$ cat src/inc/irq_agg_cfg.svh
// Purpose: constants for the event aggregator
// Assumes: 100 MHz CLK
// Notes: event bit positions and pulse timing defaults
`ifndef IRQ_AGG_CFG_SVH
`define IRQ_AGG_CFG_SVH
`define EV_NUM 32
`define EV_GPIN_CHG 0
`define EV_GPIN_WAKE 5
`define EV_FD_WAKE 10
`define EV_SUB_WAKE 11
`define EV_FD_FAULT 12
`define EV_SUB_FAULT 16
`define EV_LONG_TIMER 20
`define EV_TWARN 21
`define EV_AUX_LIMIT 24
`define EV_REF_LIMIT 25
`define EV_BUCKBOOST 26
`define EV_HOST_REQ 27
`define EV_SER_ERR 28
`define EV_SER_CLK 29
`define EV_SER_REQ 30
`define EV_SER_PAR 31
`define SER_BITS 16
`define PULSE_SHORT_NS 25000
`define PULSE_LONG_NS 100000
`define CLK_PERIOD_NS 10
`define PULSE_SHORT_CYC (`PULSE_SHORT_NS / `CLK_PERIOD_NS)
`define PULSE_LONG_CYC (`PULSE_LONG_NS / `CLK_PERIOD_NS)
`endif

$ cat src/inc/irq_agg_pkg.sv
// Purpose: types for the event aggregator
// Assumes: nothing
// Notes: pulse state enumeration
package irq_agg_pkg;
  typedef enum logic [1:0] {
    PS_IDLE = 2'b00,
    PS_LOW = 2'b01,
    PS_GAP = 2'b10
  } pulse_state_t;
endpackage

$ cat src/irq_agg.sv
// Purpose: latch system events and pulse the active-low interrupt pin
// Assumes: all inputs synchronous to CLK, event inputs are levels
// Notes: config is frozen when init phase ends
`timescale 1ns/1ps
`include "irq_agg_cfg.svh"
// Functional notes
// RULE1: unmasked event drives interrupt low for a pulse, then releases it
// RULE2: pulse mode and length written only during init, applied afterwards
// RULE3: per-source mask blocks the pulse for that source
// RULE4: serial frame clock count not 16 in main mode sets a flag
// RULE5: malformed access, unknown address, init write in normal mode flag
// RULE6: parity failure in main mode sets a flag
// RULE7: secured serial check failure sets a flag
// RULE8: host pulse request is recorded and pulses the interrupt
// RULE9: state change on each general input gives its own event
// RULE10: wake-up from each general input gives its own event
// RULE11: separate wake events for fd bus and sub bus
// RULE12: four fd transceiver faults are separate sources
// RULE13: four sub transceiver faults are separate sources
// RULE14: long timer match in function one gives an event
// RULE15: three regulator temperature warnings are separate sources
// RULE16: aux and ref limit timeouts only with external transistor
// RULE17: buck or boost running state is reported
// RULE18: each event latched in readable flag; masked still sets flag
module irq_agg
  import irq_agg_pkg::*;
#(
  parameter int PULSE_SHORT = `PULSE_SHORT_CYC,
  parameter int PULSE_LONG = `PULSE_LONG_CYC
) (
  input wire logic CLK,
  input wire logic RESETN,
  input wire logic INIT_PHASE,
  input wire logic CFG_WR,
  input wire logic CFG_PULSE_LONG,
  input wire logic CFG_IRQ_DISABLE,
  input wire logic [`EV_NUM-1:0] CFG_MASK,
  input wire logic [4:0] GPIN_LEVEL,
  input wire logic [4:0] GPIN_WAKE,
  input wire logic FD_BUS_WAKE,
  input wire logic SUB_BUS_WAKE,
  input wire logic FD_RX_STUCK_RECESSIVE,
  input wire logic FD_TX_STUCK_DOMINANT,
  input wire logic FD_BUS_STUCK_DOMINANT,
  input wire logic FD_XCVR_OVERTEMP,
  input wire logic SUB_RX_STUCK_RECESSIVE,
  input wire logic SUB_TX_STUCK_DOMINANT,
  input wire logic SUB_BUS_STUCK_DOMINANT,
  input wire logic SUB_XCVR_OVERTEMP,
  input wire logic LONG_TIMER_FUNC1,
  input wire logic LONG_TIMER_AT_RUN,
  input wire logic [2:0] TWARN,
  input wire logic EXT_PASS_FITTED,
  input wire logic AUX_LIMIT_EXPIRED,
  input wire logic REF_LIMIT_EXPIRED,
  input wire logic PREREG_BOOST,
  input wire logic HOST_IRQ_REQ,
  input wire logic SER_SECURE_FAIL,
  input wire logic SER_FRAME_END,
  input wire logic [5:0] SER_CLK_COUNT,
  input wire logic SER_PARITY_FAIL,
  input wire logic SER_MALFORMED,
  input wire logic SER_UNKNOWN_ADDR,
  input wire logic SER_INIT_REG_WR,
  input wire logic [`EV_NUM-1:0] FLAG_CLR,
  output logic [`EV_NUM-1:0] PENDING,
  output logic PREREG_BUCKBOOST_STATE,
  output logic IRQ_OUT_N
);
  logic [`EV_NUM-1:0] ev_lvl;
  logic [`EV_NUM-1:0] ev_prev_q, ev_prev_d;
  logic [`EV_NUM-1:0] rise;
  logic [`EV_NUM-1:0] flag_q, flag_d;
  logic [4:0] gpin_q, gpin_d;
  logic gpin_seen_q, gpin_seen_d;
  logic cfg_long_q, cfg_long_d;
  logic cfg_dis_q, cfg_dis_d;
  logic [`EV_NUM-1:0] mask_q, mask_d;
  logic bb_q, bb_d;
  pulse_state_t st_q, st_d;
  logic [31:0] cnt_q, cnt_d;
  logic pend_irq_q, pend_irq_d;
  logic irq_q, irq_d;
  logic trig;
  logic main_mode;

  assign main_mode = !INIT_PHASE;

  always_comb begin
    ev_lvl = '0;
    ev_lvl[`EV_FD_WAKE] = FD_BUS_WAKE; // [RULE11]
    ev_lvl[`EV_SUB_WAKE] = SUB_BUS_WAKE; // [RULE11]
    ev_lvl[`EV_FD_FAULT+0] = FD_RX_STUCK_RECESSIVE; // [RULE12]
    ev_lvl[`EV_FD_FAULT+1] = FD_TX_STUCK_DOMINANT; // [RULE12]
    ev_lvl[`EV_FD_FAULT+2] = FD_BUS_STUCK_DOMINANT; // [RULE12]
    ev_lvl[`EV_FD_FAULT+3] = FD_XCVR_OVERTEMP; // [RULE12]
    ev_lvl[`EV_SUB_FAULT+0] = SUB_RX_STUCK_RECESSIVE; // [RULE13]
    ev_lvl[`EV_SUB_FAULT+1] = SUB_TX_STUCK_DOMINANT; // [RULE13]
    ev_lvl[`EV_SUB_FAULT+2] = SUB_BUS_STUCK_DOMINANT; // [RULE13]
    ev_lvl[`EV_SUB_FAULT+3] = SUB_XCVR_OVERTEMP; // [RULE13]
    ev_lvl[`EV_LONG_TIMER] = LONG_TIMER_FUNC1 && LONG_TIMER_AT_RUN; // [RULE14]
    ev_lvl[`EV_TWARN+2:`EV_TWARN] = TWARN; // [RULE15]
    // timeouts mean nothing without the external pass device
    ev_lvl[`EV_AUX_LIMIT] = EXT_PASS_FITTED && AUX_LIMIT_EXPIRED; // [RULE16]
    ev_lvl[`EV_REF_LIMIT] = EXT_PASS_FITTED && REF_LIMIT_EXPIRED; // [RULE16]
    ev_lvl[`EV_HOST_REQ] = HOST_IRQ_REQ; // [RULE8]
    ev_lvl[`EV_SER_ERR] = SER_SECURE_FAIL && SER_FRAME_END; // [RULE7]
    ev_lvl[`EV_SER_CLK] = main_mode && SER_FRAME_END
        && (SER_CLK_COUNT != 6'(`SER_BITS)); // [RULE4]
    ev_lvl[`EV_SER_REQ] = SER_FRAME_END && (SER_MALFORMED
        || SER_UNKNOWN_ADDR
        || (main_mode && SER_INIT_REG_WR)); // [RULE5]
    ev_lvl[`EV_SER_PAR] = main_mode && SER_FRAME_END
        && SER_PARITY_FAIL; // [RULE6]
  end

  genvar g;
  generate
    for (g = 0; g < 5; g++) begin : gp
      assign rise[`EV_GPIN_CHG+g] = gpin_seen_q
          && (GPIN_LEVEL[g] != gpin_q[g]); // [RULE9]
      assign rise[`EV_GPIN_WAKE+g] = GPIN_WAKE[g]
          && !ev_prev_q[`EV_GPIN_WAKE+g]; // [RULE10]
    end
    for (g = `EV_FD_WAKE; g < `EV_NUM; g++) begin : lv
      if (g == `EV_BUCKBOOST) begin : bbe
        assign rise[g] = bb_q != PREREG_BOOST; // [RULE17]
      end else begin : oth
        assign rise[g] = ev_lvl[g] && !ev_prev_q[g];
      end
    end
  endgenerate

  always_comb begin
    ev_prev_d = ev_lvl;
    ev_prev_d[`EV_GPIN_WAKE+4:`EV_GPIN_WAKE] = GPIN_WAKE;
    gpin_d = GPIN_LEVEL;
    gpin_seen_d = 1'b1;
    bb_d = PREREG_BOOST; // [RULE17]
    // set beats clear on the same cycle
    flag_d = (flag_q & ~FLAG_CLR) | rise; // [RULE18]
    cfg_long_d = cfg_long_q;
    cfg_dis_d = cfg_dis_q;
    mask_d = mask_q;
    if (INIT_PHASE && CFG_WR) begin // [RULE2]
      cfg_long_d = CFG_PULSE_LONG;
      cfg_dis_d = CFG_IRQ_DISABLE;
      mask_d = CFG_MASK;
    end
  end

  // masked sources still flag but never pulse
  assign trig = |(rise & ~mask_q) && !cfg_dis_q; // [RULE3]

  always_comb begin
    st_d = st_q;
    cnt_d = cnt_q;
    irq_d = 1'b1;
    pend_irq_d = pend_irq_q | trig;
    unique case (st_q)
      PS_IDLE: begin
        if (pend_irq_q || trig) begin // [RULE1]
          st_d = PS_LOW;
          pend_irq_d = 1'b0;
          irq_d = 1'b0;
          cnt_d = cfg_long_q ? PULSE_LONG - 1 : PULSE_SHORT - 1; // [RULE2]
        end
      end
      PS_LOW: begin
        irq_d = 1'b0;
        // zero after exactly PULSE low cycles, so lengths match the params
        if (cnt_q == '0) begin
          irq_d = 1'b1; // [RULE1]
          st_d = PS_GAP;
        end else begin
          cnt_d = cnt_q - 1;
        end
      end
      // gap then idle give two high cycles so back-to-back pulses stay distinct
      PS_GAP: st_d = PS_IDLE;
      default: st_d = PS_IDLE;
    endcase
  end

  always_ff @(posedge CLK) begin
    if (!RESETN) begin
      ev_prev_q <= '0;
      flag_q <= '0;
      gpin_q <= '0;
      gpin_seen_q <= 1'b0;
      bb_q <= 1'b0;
      cfg_long_q <= 1'b0;
      cfg_dis_q <= 1'b0;
      mask_q <= '0;
      st_q <= PS_IDLE;
      cnt_q <= '0;
      pend_irq_q <= 1'b0;
      irq_q <= 1'b1;
    end else begin
      ev_prev_q <= ev_prev_d;
      flag_q <= flag_d;
      gpin_q <= gpin_d;
      gpin_seen_q <= gpin_seen_d;
      bb_q <= bb_d;
      cfg_long_q <= cfg_long_d;
      cfg_dis_q <= cfg_dis_d;
      mask_q <= mask_d;
      st_q <= st_d;
      cnt_q <= cnt_d;
      pend_irq_q <= pend_irq_d;
      irq_q <= irq_d;
    end
  end

  assign PENDING = flag_q;
  assign PREREG_BUCKBOOST_STATE = bb_q;
  assign IRQ_OUT_N = irq_q;

  // run of low cycles; bounds the pulse without a long delay range
  localparam int PULSE_MAX = (PULSE_LONG > PULSE_SHORT) ? PULSE_LONG
      : PULSE_SHORT;
  logic [31:0] low_run_q, low_run_d;

  always_comb begin
    low_run_d = '0;
    if (!irq_q) begin
      low_run_d = low_run_q + 32'd1;
    end
  end

  always_ff @(posedge CLK) begin
    if (!RESETN) begin
      low_run_q <= '0;
    end else begin
      low_run_q <= low_run_d;
    end
  end

  property p_pulse_start;
    @(posedge CLK) disable iff (!RESETN)
      (st_q == PS_IDLE && trig) |=> !IRQ_OUT_N;
  endproperty
  a_pulse_start: assert property (p_pulse_start) // [RULE1]
    else $error("interrupt pulse did not start");

  property p_pulse_ends;
    @(posedge CLK) disable iff (!RESETN)
      !IRQ_OUT_N |-> low_run_q < 32'(PULSE_MAX);
  endproperty
  a_pulse_ends: assert property (p_pulse_ends) // [RULE1]
    else $error("interrupt held low");

  property p_cfg_frozen;
    @(posedge CLK) disable iff (!RESETN)
      !INIT_PHASE |=> $stable(mask_q) && $stable(cfg_long_q);
  endproperty
  a_cfg_frozen: assert property (p_cfg_frozen) // [RULE2]
    else $error("config changed outside init");

  property p_irq_disabled;
    @(posedge CLK) disable iff (!RESETN)
      (st_q == PS_IDLE && !pend_irq_q && cfg_dis_q) |=> IRQ_OUT_N;
  endproperty
  a_irq_disabled: assert property (p_irq_disabled) // [RULE2]
    else $error("pulse while interrupt output disabled");

  property p_mask_quiet;
    @(posedge CLK) disable iff (!RESETN)
      (st_q == PS_IDLE && !pend_irq_q && (rise & ~mask_q) == '0)
      |=> IRQ_OUT_N;
  endproperty
  a_mask_quiet: assert property (p_mask_quiet) // [RULE3]
    else $error("masked source pulsed");

  property p_clk_count;
    @(posedge CLK) disable iff (!RESETN)
      (main_mode && SER_FRAME_END && SER_CLK_COUNT != 6'd16)
      |=> flag_q[`EV_SER_CLK];
  endproperty
  a_clk_count: assert property (p_clk_count) // [RULE4]
    else $error("clock count error not flagged");

  property p_init_wr;
    @(posedge CLK) disable iff (!RESETN)
      (main_mode && SER_FRAME_END && SER_INIT_REG_WR)
      |=> flag_q[`EV_SER_REQ];
  endproperty
  a_init_wr: assert property (p_init_wr) // [RULE5]
    else $error("init write in normal mode not flagged");

  property p_parity;
    @(posedge CLK) disable iff (!RESETN)
      (main_mode && SER_FRAME_END && SER_PARITY_FAIL)
      |=> flag_q[`EV_SER_PAR];
  endproperty
  a_parity: assert property (p_parity) // [RULE6]
    else $error("parity error not flagged");

  property p_gpin_chg;
    @(posedge CLK) disable iff (!RESETN)
      (gpin_seen_q && GPIN_LEVEL[0] != gpin_q[0])
      |=> flag_q[`EV_GPIN_CHG];
  endproperty
  a_gpin_chg: assert property (p_gpin_chg) // [RULE9]
    else $error("input change not flagged");

  property p_flag_sticky;
    @(posedge CLK) disable iff (!RESETN)
      (flag_q[`EV_HOST_REQ] && !FLAG_CLR[`EV_HOST_REQ])
      |=> flag_q[`EV_HOST_REQ];
  endproperty
  a_flag_sticky: assert property (p_flag_sticky) // [RULE18]
    else $error("flag lost without clear");
endmodule

$ cat config.mk
export PLATFORM = sky130hd
export DESIGN_NAME = irq_agg
export DESIGN_NICKNAME = d
export VERILOG_FILES = /design/src/inc/irq_agg_pkg.sv /design/src/irq_agg.sv
export VERILOG_INCLUDE_DIRS = /design/src /design/src/inc
export SDC_FILE = /design/constraint.sdc
export NUM_CORES = 1
export LEC_CHECK = 0
export ABC_AREA = 1
export BUFFER_PORTS_ARGS = -buffer_cell sky130_fd_sc_hd__buf_2
export CORE_MARGIN = 1
export CORE_UTILIZATION = 48
export CTS_BUF_LIST = sky130_fd_sc_hd__clkbuf_8
export DETAILED_ROUTE_END_ITERATION = 7
export GPL_TIMING_DRIVEN = 0
export HOLD_SLACK_MARGIN = 0.08
export PLACE_DENSITY = 0.86
export SYNTH_ARGS = -nofsm -noshare
export SYNTH_HDL_FRONTEND = slang
export SYNTH_SLANG_ARGS = --single-unit
$ cat constraint.sdc
create_clock -name CLK -period 1.7 [get_ports CLK]
set_input_delay 0 -clock CLK [delete_from_list [all_inputs] [get_ports CLK]]
set_output_delay 0 -clock CLK [all_outputs]
set_load 0.02 [all_outputs]
==> impl_metrics.json, run 1 <==
{
  "ios": 146,
  "worstEpCategory": "register data pin",
  "cts_buffers": 17,
  "post_synth.cell_area_avg_um2": 6.669,
  "die_w_um": 115.7,
  "ctsLongestPathBuffers": 2,
  "clock-root-buffer": "clkbuf_8",
  "firstError": "[ERROR GRT-0232] Routing congestion too high. Check the congestion heatmap in the GUI.",
  "grt_usage_pct": 74.23,
  "status": "stopped before the end",
  "place_hpwl_um": 11700,
  "dp.cells": 1247,
  "numPortBuffers": 145,
  "crit_endpoint": "cnt_q[15]$_SDFFE_PN0P_/D",
  "place_congestion": 0.9381,
  "synth_area_mm2": 0.006202,
  "synth_cell_types": 32,
  "yosys_warnings": 0,
  "syn_nets": 1044,
  "clock-sinks": 135,
  "synthCells": 930,
  "ys_ff_latch": 135,
  "antenna_found_initial": 8,
  "ctsHtreeMaxLevel": 4,
  "start_util_pct": 49.15,
  "grt_max_degree": 17,
  "die_y_um": 115.7,
  "synth-seq-area-share_pct": 43.57,
  "std_cell_rows": 41,
  "lastStage": "global routing (5_1_grt)",
  "overflow": 59
}
repair_timing:
| action | CTS |
|---|---|
| endpoints found under the setup margin | 34 |
| pin swaps | 29 |
| setup buffers | 15 |
| resized for setup | 66 |
| hold buffers | 114 |
| gates cloned | 1 |
| endpoints found under the hold margin | 100 |
synth_stat cells:
master / count / area [um^2]
buf_4: 6 / 45.04
nor2_4: 1 / 11.26
inv_2: 3 / 11.26
ha_1: 2 / 25.02
nor4_2: 1 / 12.51
nand2_1: 194 / 728.2
buf_6: 2 / 22.52
o22ai_1: 1 / 6.260
nand4_1: 20 / 125.1
nand3_1: 43 / 215.2
buf_1: 7 / 26.28
or2_2: 4 / 25.02
o21ai_1: 1 / 5.000
a211oi_1: 1 / 7.510
a21o_1: 1 / 7.510
clkbuf_1: 15 / 56.30
nor3_1: 7 / 35.03
o31ai_1: 1 / 7.510
o21ai_0: 50 / 250.2
nor3b_2: 1 / 12.51
nor2_1: 174 / 653.1
a21oi_1: 61 / 305.3
xor2_1: 11 / 96.34
dfxtp_1: 135 / 2703
nand3b_1: 14 / 105.1
nor2_2: 5 / 31.28
buf_2: 2 / 10.01
nand3_2: 2 / 20.02
nor3b_1: 1 / 7.510
a31o_2: 1 / 8.760
inv_1: 160 / 600.6
xnor2_1: 3 / 26.28
per-stage QoR:
| step | instance area [um^2] | setup slack [ns] |
|---|---|---|
| 4_1_cts | 9107 | -0.1377 |
| 3_5_place_dp | 7151 | -0.2963 |
| 2_1_floorplan | 6210 | 0.02900 |
| 3_3_place_gp | 7151 | -0.2615 |
cell families after synthesis:
logic type                 share of synthesized area [%]
AOI/OAI and AO/OA                                  9.643
and+or+nand+nor                                    31.95
adders and majority gates                         0.4034
DFF                                                43.57
xor gates and xnor gates                           1.977
buffers and inverters                              12.45
layer usage:
layer	overflow	track usage, %
met1	9	72.91
met2	31	85.79
met3	4	68.20
met4	14	69.57
met5	1	44.81
==> run 2, diff against run 1 <==
- CORE_UTILIZATION: 48 -> 33
- CTS_BUF_LIST: sky130_fd_sc_hd__clkbuf_8 -> unset
- HOLD_SLACK_MARGIN: 0.08 -> unset
- PLACE_DENSITY: 0.86 -> unset
- PLACE_DENSITY_LB_ADDON: unset -> 0.15
- clock period: 1.7 -> 2.2 ns (I/O delays scaled with it)
==> impl_metrics.json, run 2 <==
{
  "overflow": 0,
  "grt_usage_pct": 19.43,
  "ctsHtreeMaxLevel": 4,
  "place_area_mm2": 0.007214,
  "cp-end-kind": "flip-flop",
  "worstMarginPinSlew_ns": 0.6127,
  "grt_setup_unrepaired": "no",
  "path_delay_family": "simple AND/OR/NAND/NOR gates",
  "stdcell_area_mm2": 0.008939,
  "crit_buf_inv": 1,
  "numPortBuffers": 145,
  "cp-start-kind": "flip-flop",
  "drv_slew": 0,
  "r2r_setup_slack_ns": 0.20,
  "first_pass_iters": 8,
  "fp.dieArea_mm2": 0.01935,
  "synth_area_leader_cell": "dfxtp_1",
  "synthTopCellsByArea": "dfxtp_1 (44%), nand2_1 (12%), nor2_1 (11%)",
  "timing.hold.ws_ns": 0.2090,
  "layout_common_cells": "nand2_1 (193), nor2_1 (172), inv_1 (160)",
  "grt_max_degree": 17,
  "critical_path_required_ns": 2.52,
  "synth-seq-area-share_pct": 43.57,
  "start_util_pct": 34.06,
  "drc": 17,
  "dp.cells": 1304,
  "yosysMostFrequentCell": "nand2_1",
  "maxCapViolations": 0,
  "clk_latency_ns": 0.42,
  "criticalPathCategory": "reg2reg",
  "drive_above_1_share_pct": 17.13,
  "nNetsFinal": 1322,
  "wl_per_cell_um": 12.69,
  "ys_ff_latch": 135,
  "ios": 146,
  "ctsLongestPathBuffers": 2,
  "antenna_found_initial": 0,
  "critical_path_arrival_ns": 2.32,
  "place_congestion": 0.8678,
  "period_share_pct": 91.13,
  "crit_top_cell": "nand2_1",
  "synth_edf_count": 0,
  "vias": 6336,
  "synth_top_flop_cell": "dfxtp_1",
  "clkSlewWorstSetupHoldPaths_ns": 0.06,
  "violations": "DRC",
  "synth_cell_types": 32,
  "slew_headroom_pct": 59.16,
  "grt_pass1_wl_um": 29690,
  "drt_iter0_markers": 265,
  "final_common_cell": "nand2_1",
  "yosys_warnings": 0,
  "worstPathMaxFanout": 10,
  "power_density_mw_per_mm2": 754.0,
  "ant_nets": 0,
  "die_w_um": 139.1,
  "min_period_ns": 2.005,
  "crit_chain": "nor2_1 > nand2_1 > nor2_2 > nand4_1 > nor4_2 > nor2_1 > nand2_1 > buf_4 > nand2_1 > nand2_1 > nor2_1",
  "cts_buffers": 17,
  "yosysTopAreaCellShare_pct": 43.57,
  "clock-root-buffer": "clkbuf_16",
  "clock-sinks": 135,
  "leakage_nw": 4.524,
  "tns_ns": 0,
  "hp-class": "in2reg",
  "reg2reg_from": "cnt_q[9]",
  "reg2reg_to": "cnt_q[18]",
  "vias_per_cell": 4.373,
  "worstHoldStart": "CFG_WR",
  "hold_viol": 0,
  "grt_pass1_vias": 6116,
  "die_y_um": 139.1,
  "std_cell_rows": 49,
  "peakVddDrop_mv": 0.5035,
  "setup_viol": 0,
  "hold_path_depth": 4,
  "core_area_mm2": 0.01821,
  "place_ws_ns": 0.01026,
  "nFillCells": 1857,
  "fmax_mhz": 498.8,
  "post_synth.cell_area_avg_um2": 6.669,
  "yosys-top-cells-count": "nand2_1 (194), nor2_1 (174), inv_1 (160), dfxtp_1 (135), a21oi_1 (61)",
  "synthCells": 930,
  "wl_um": 18390,
  "synth_area_mm2": 0.006202,
  "critical-path-slowest-cell": "dfxtp_1",
  "antenna_cells": 0,
  "skew_ns": 0.008217,
  "place_hpwl_um": 12990,
  "max_stage_delay_ns": 0.34,
  "status": "finished with violations",
  "stdcell_count": 1449,
  "rr_worst_depth": 11,
  "syn_nets": 1044,
  "synthArstFlopShare_pct": 0,
  "holdPathEnd": "mask_q[2]",
  "cts_tree": "built",
  "fin_ws_ns": 0.1951,
  "area_growth_pct": 44.12
}
-- run 2: worst max-delay path by stage --
stage                endpoint  depth (start not counted)      from
finish              cnt_q[18]                         11  cnt_q[9]
global route        cnt_q[18]                         11  cnt_q[9]
CTS                 cnt_q[22]                         12  cnt_q[0]
detailed placement  cnt_q[22]                         12  cnt_q[0]
global placement    cnt_q[22]                         12  cnt_q[0]
floorplan           cnt_q[22]                         12  cnt_q[0]
-- run 2: worst register-to-register path: cells and delay by family (launching register included) --
kind	cells	cell delay, ns
flip-flops	1	0.34
AND/OR/NAND/NOR	10	1.36
buffers and inverters	1	0.20
-- run 2: report_power, final --
| group | leakage [nW] | total, W | switching, W | internal [W] |
|---|---|---|---|---|
| clock | 0.272 | 0.00275 | 0.00111 | 0.00164 |
| combinational | 3.14 | 0.00127 | 0.000730 | 0.000544 |
| sequential | 1.12 | 0.00271 | 0.0000984 | 0.00261 |
-- run 2: kinds of logic (layout without fill, tap and decap cells) --
kind of cell | after synthesis | in the layout | share of synthesized area [%]
and+or+nand+nor | 467 | 467 | 31.95
buffers and inverters | 195 | 485 | 12.45
AOI/OAI and AO/OA | 117 | 117 | 9.643
xor gates and xnor gates | 14 | 14 | 1.977
DFF | 135 | 135 | 43.57
adders and majority gates | 2 | 2 | 0.4034
-- run 2: area by class of cell --
class | instances | area (um^2) | area share (%)
Multi-Input combinational cell | 600 | 2751 | 30.78
Clock inverter | 10 | 93.84 | 1.050
Timing Repair Buffer | 259 | 1862 | 20.83
Buffer | 32 | 160.2 | 1.792
Inverter | 163 | 611.8 | 6.845
Tap cell | 229 | 286.5 | 3.205
Sequential cell | 135 | 2703 | 30.24
Clock buffer | 21 | 470.5 | 5.263
-- run 2: layer usage --
layer  share of wire, %  GRT usage [%]  routed length, um  vias to the layer above
li1                   -              -                  -                     3422
met1                 47          24.22               8717                     2792
met5                  0              0                  0                        -
met4               0.64          5.556                118                        0
met3                4.4          3.936                809                       13
met2                 48          33.76               8744                      109
-- run 2: what timing repair did --
item / 4_1_cts / 5_1_grt
cloned: 0 / 0
pin swaps: 0 / 1
resized for setup: 1 / 5
setup endpoints to repair: 1 / 11
hold endpoints to repair: 100 / 0
hold buffers: 112 / 0
setup buffers: 0 / 2
-- run 2: per-stage QoR --
| stage | utilization [%] | power [W] |
|---|---|---|
| after floorplan | - | 0.003487 |
| final | 49.09 | 0.006739 |
| after global routing | 49.09 | 0.007090 |
| after detailed placement | 39.62 | 0.003852 |
| after global placement | 39.62 | 0.003843 |
| after CTS | 48.90 | 0.006795 |
No activity file was read; power rests on OpenSTA's default activity.
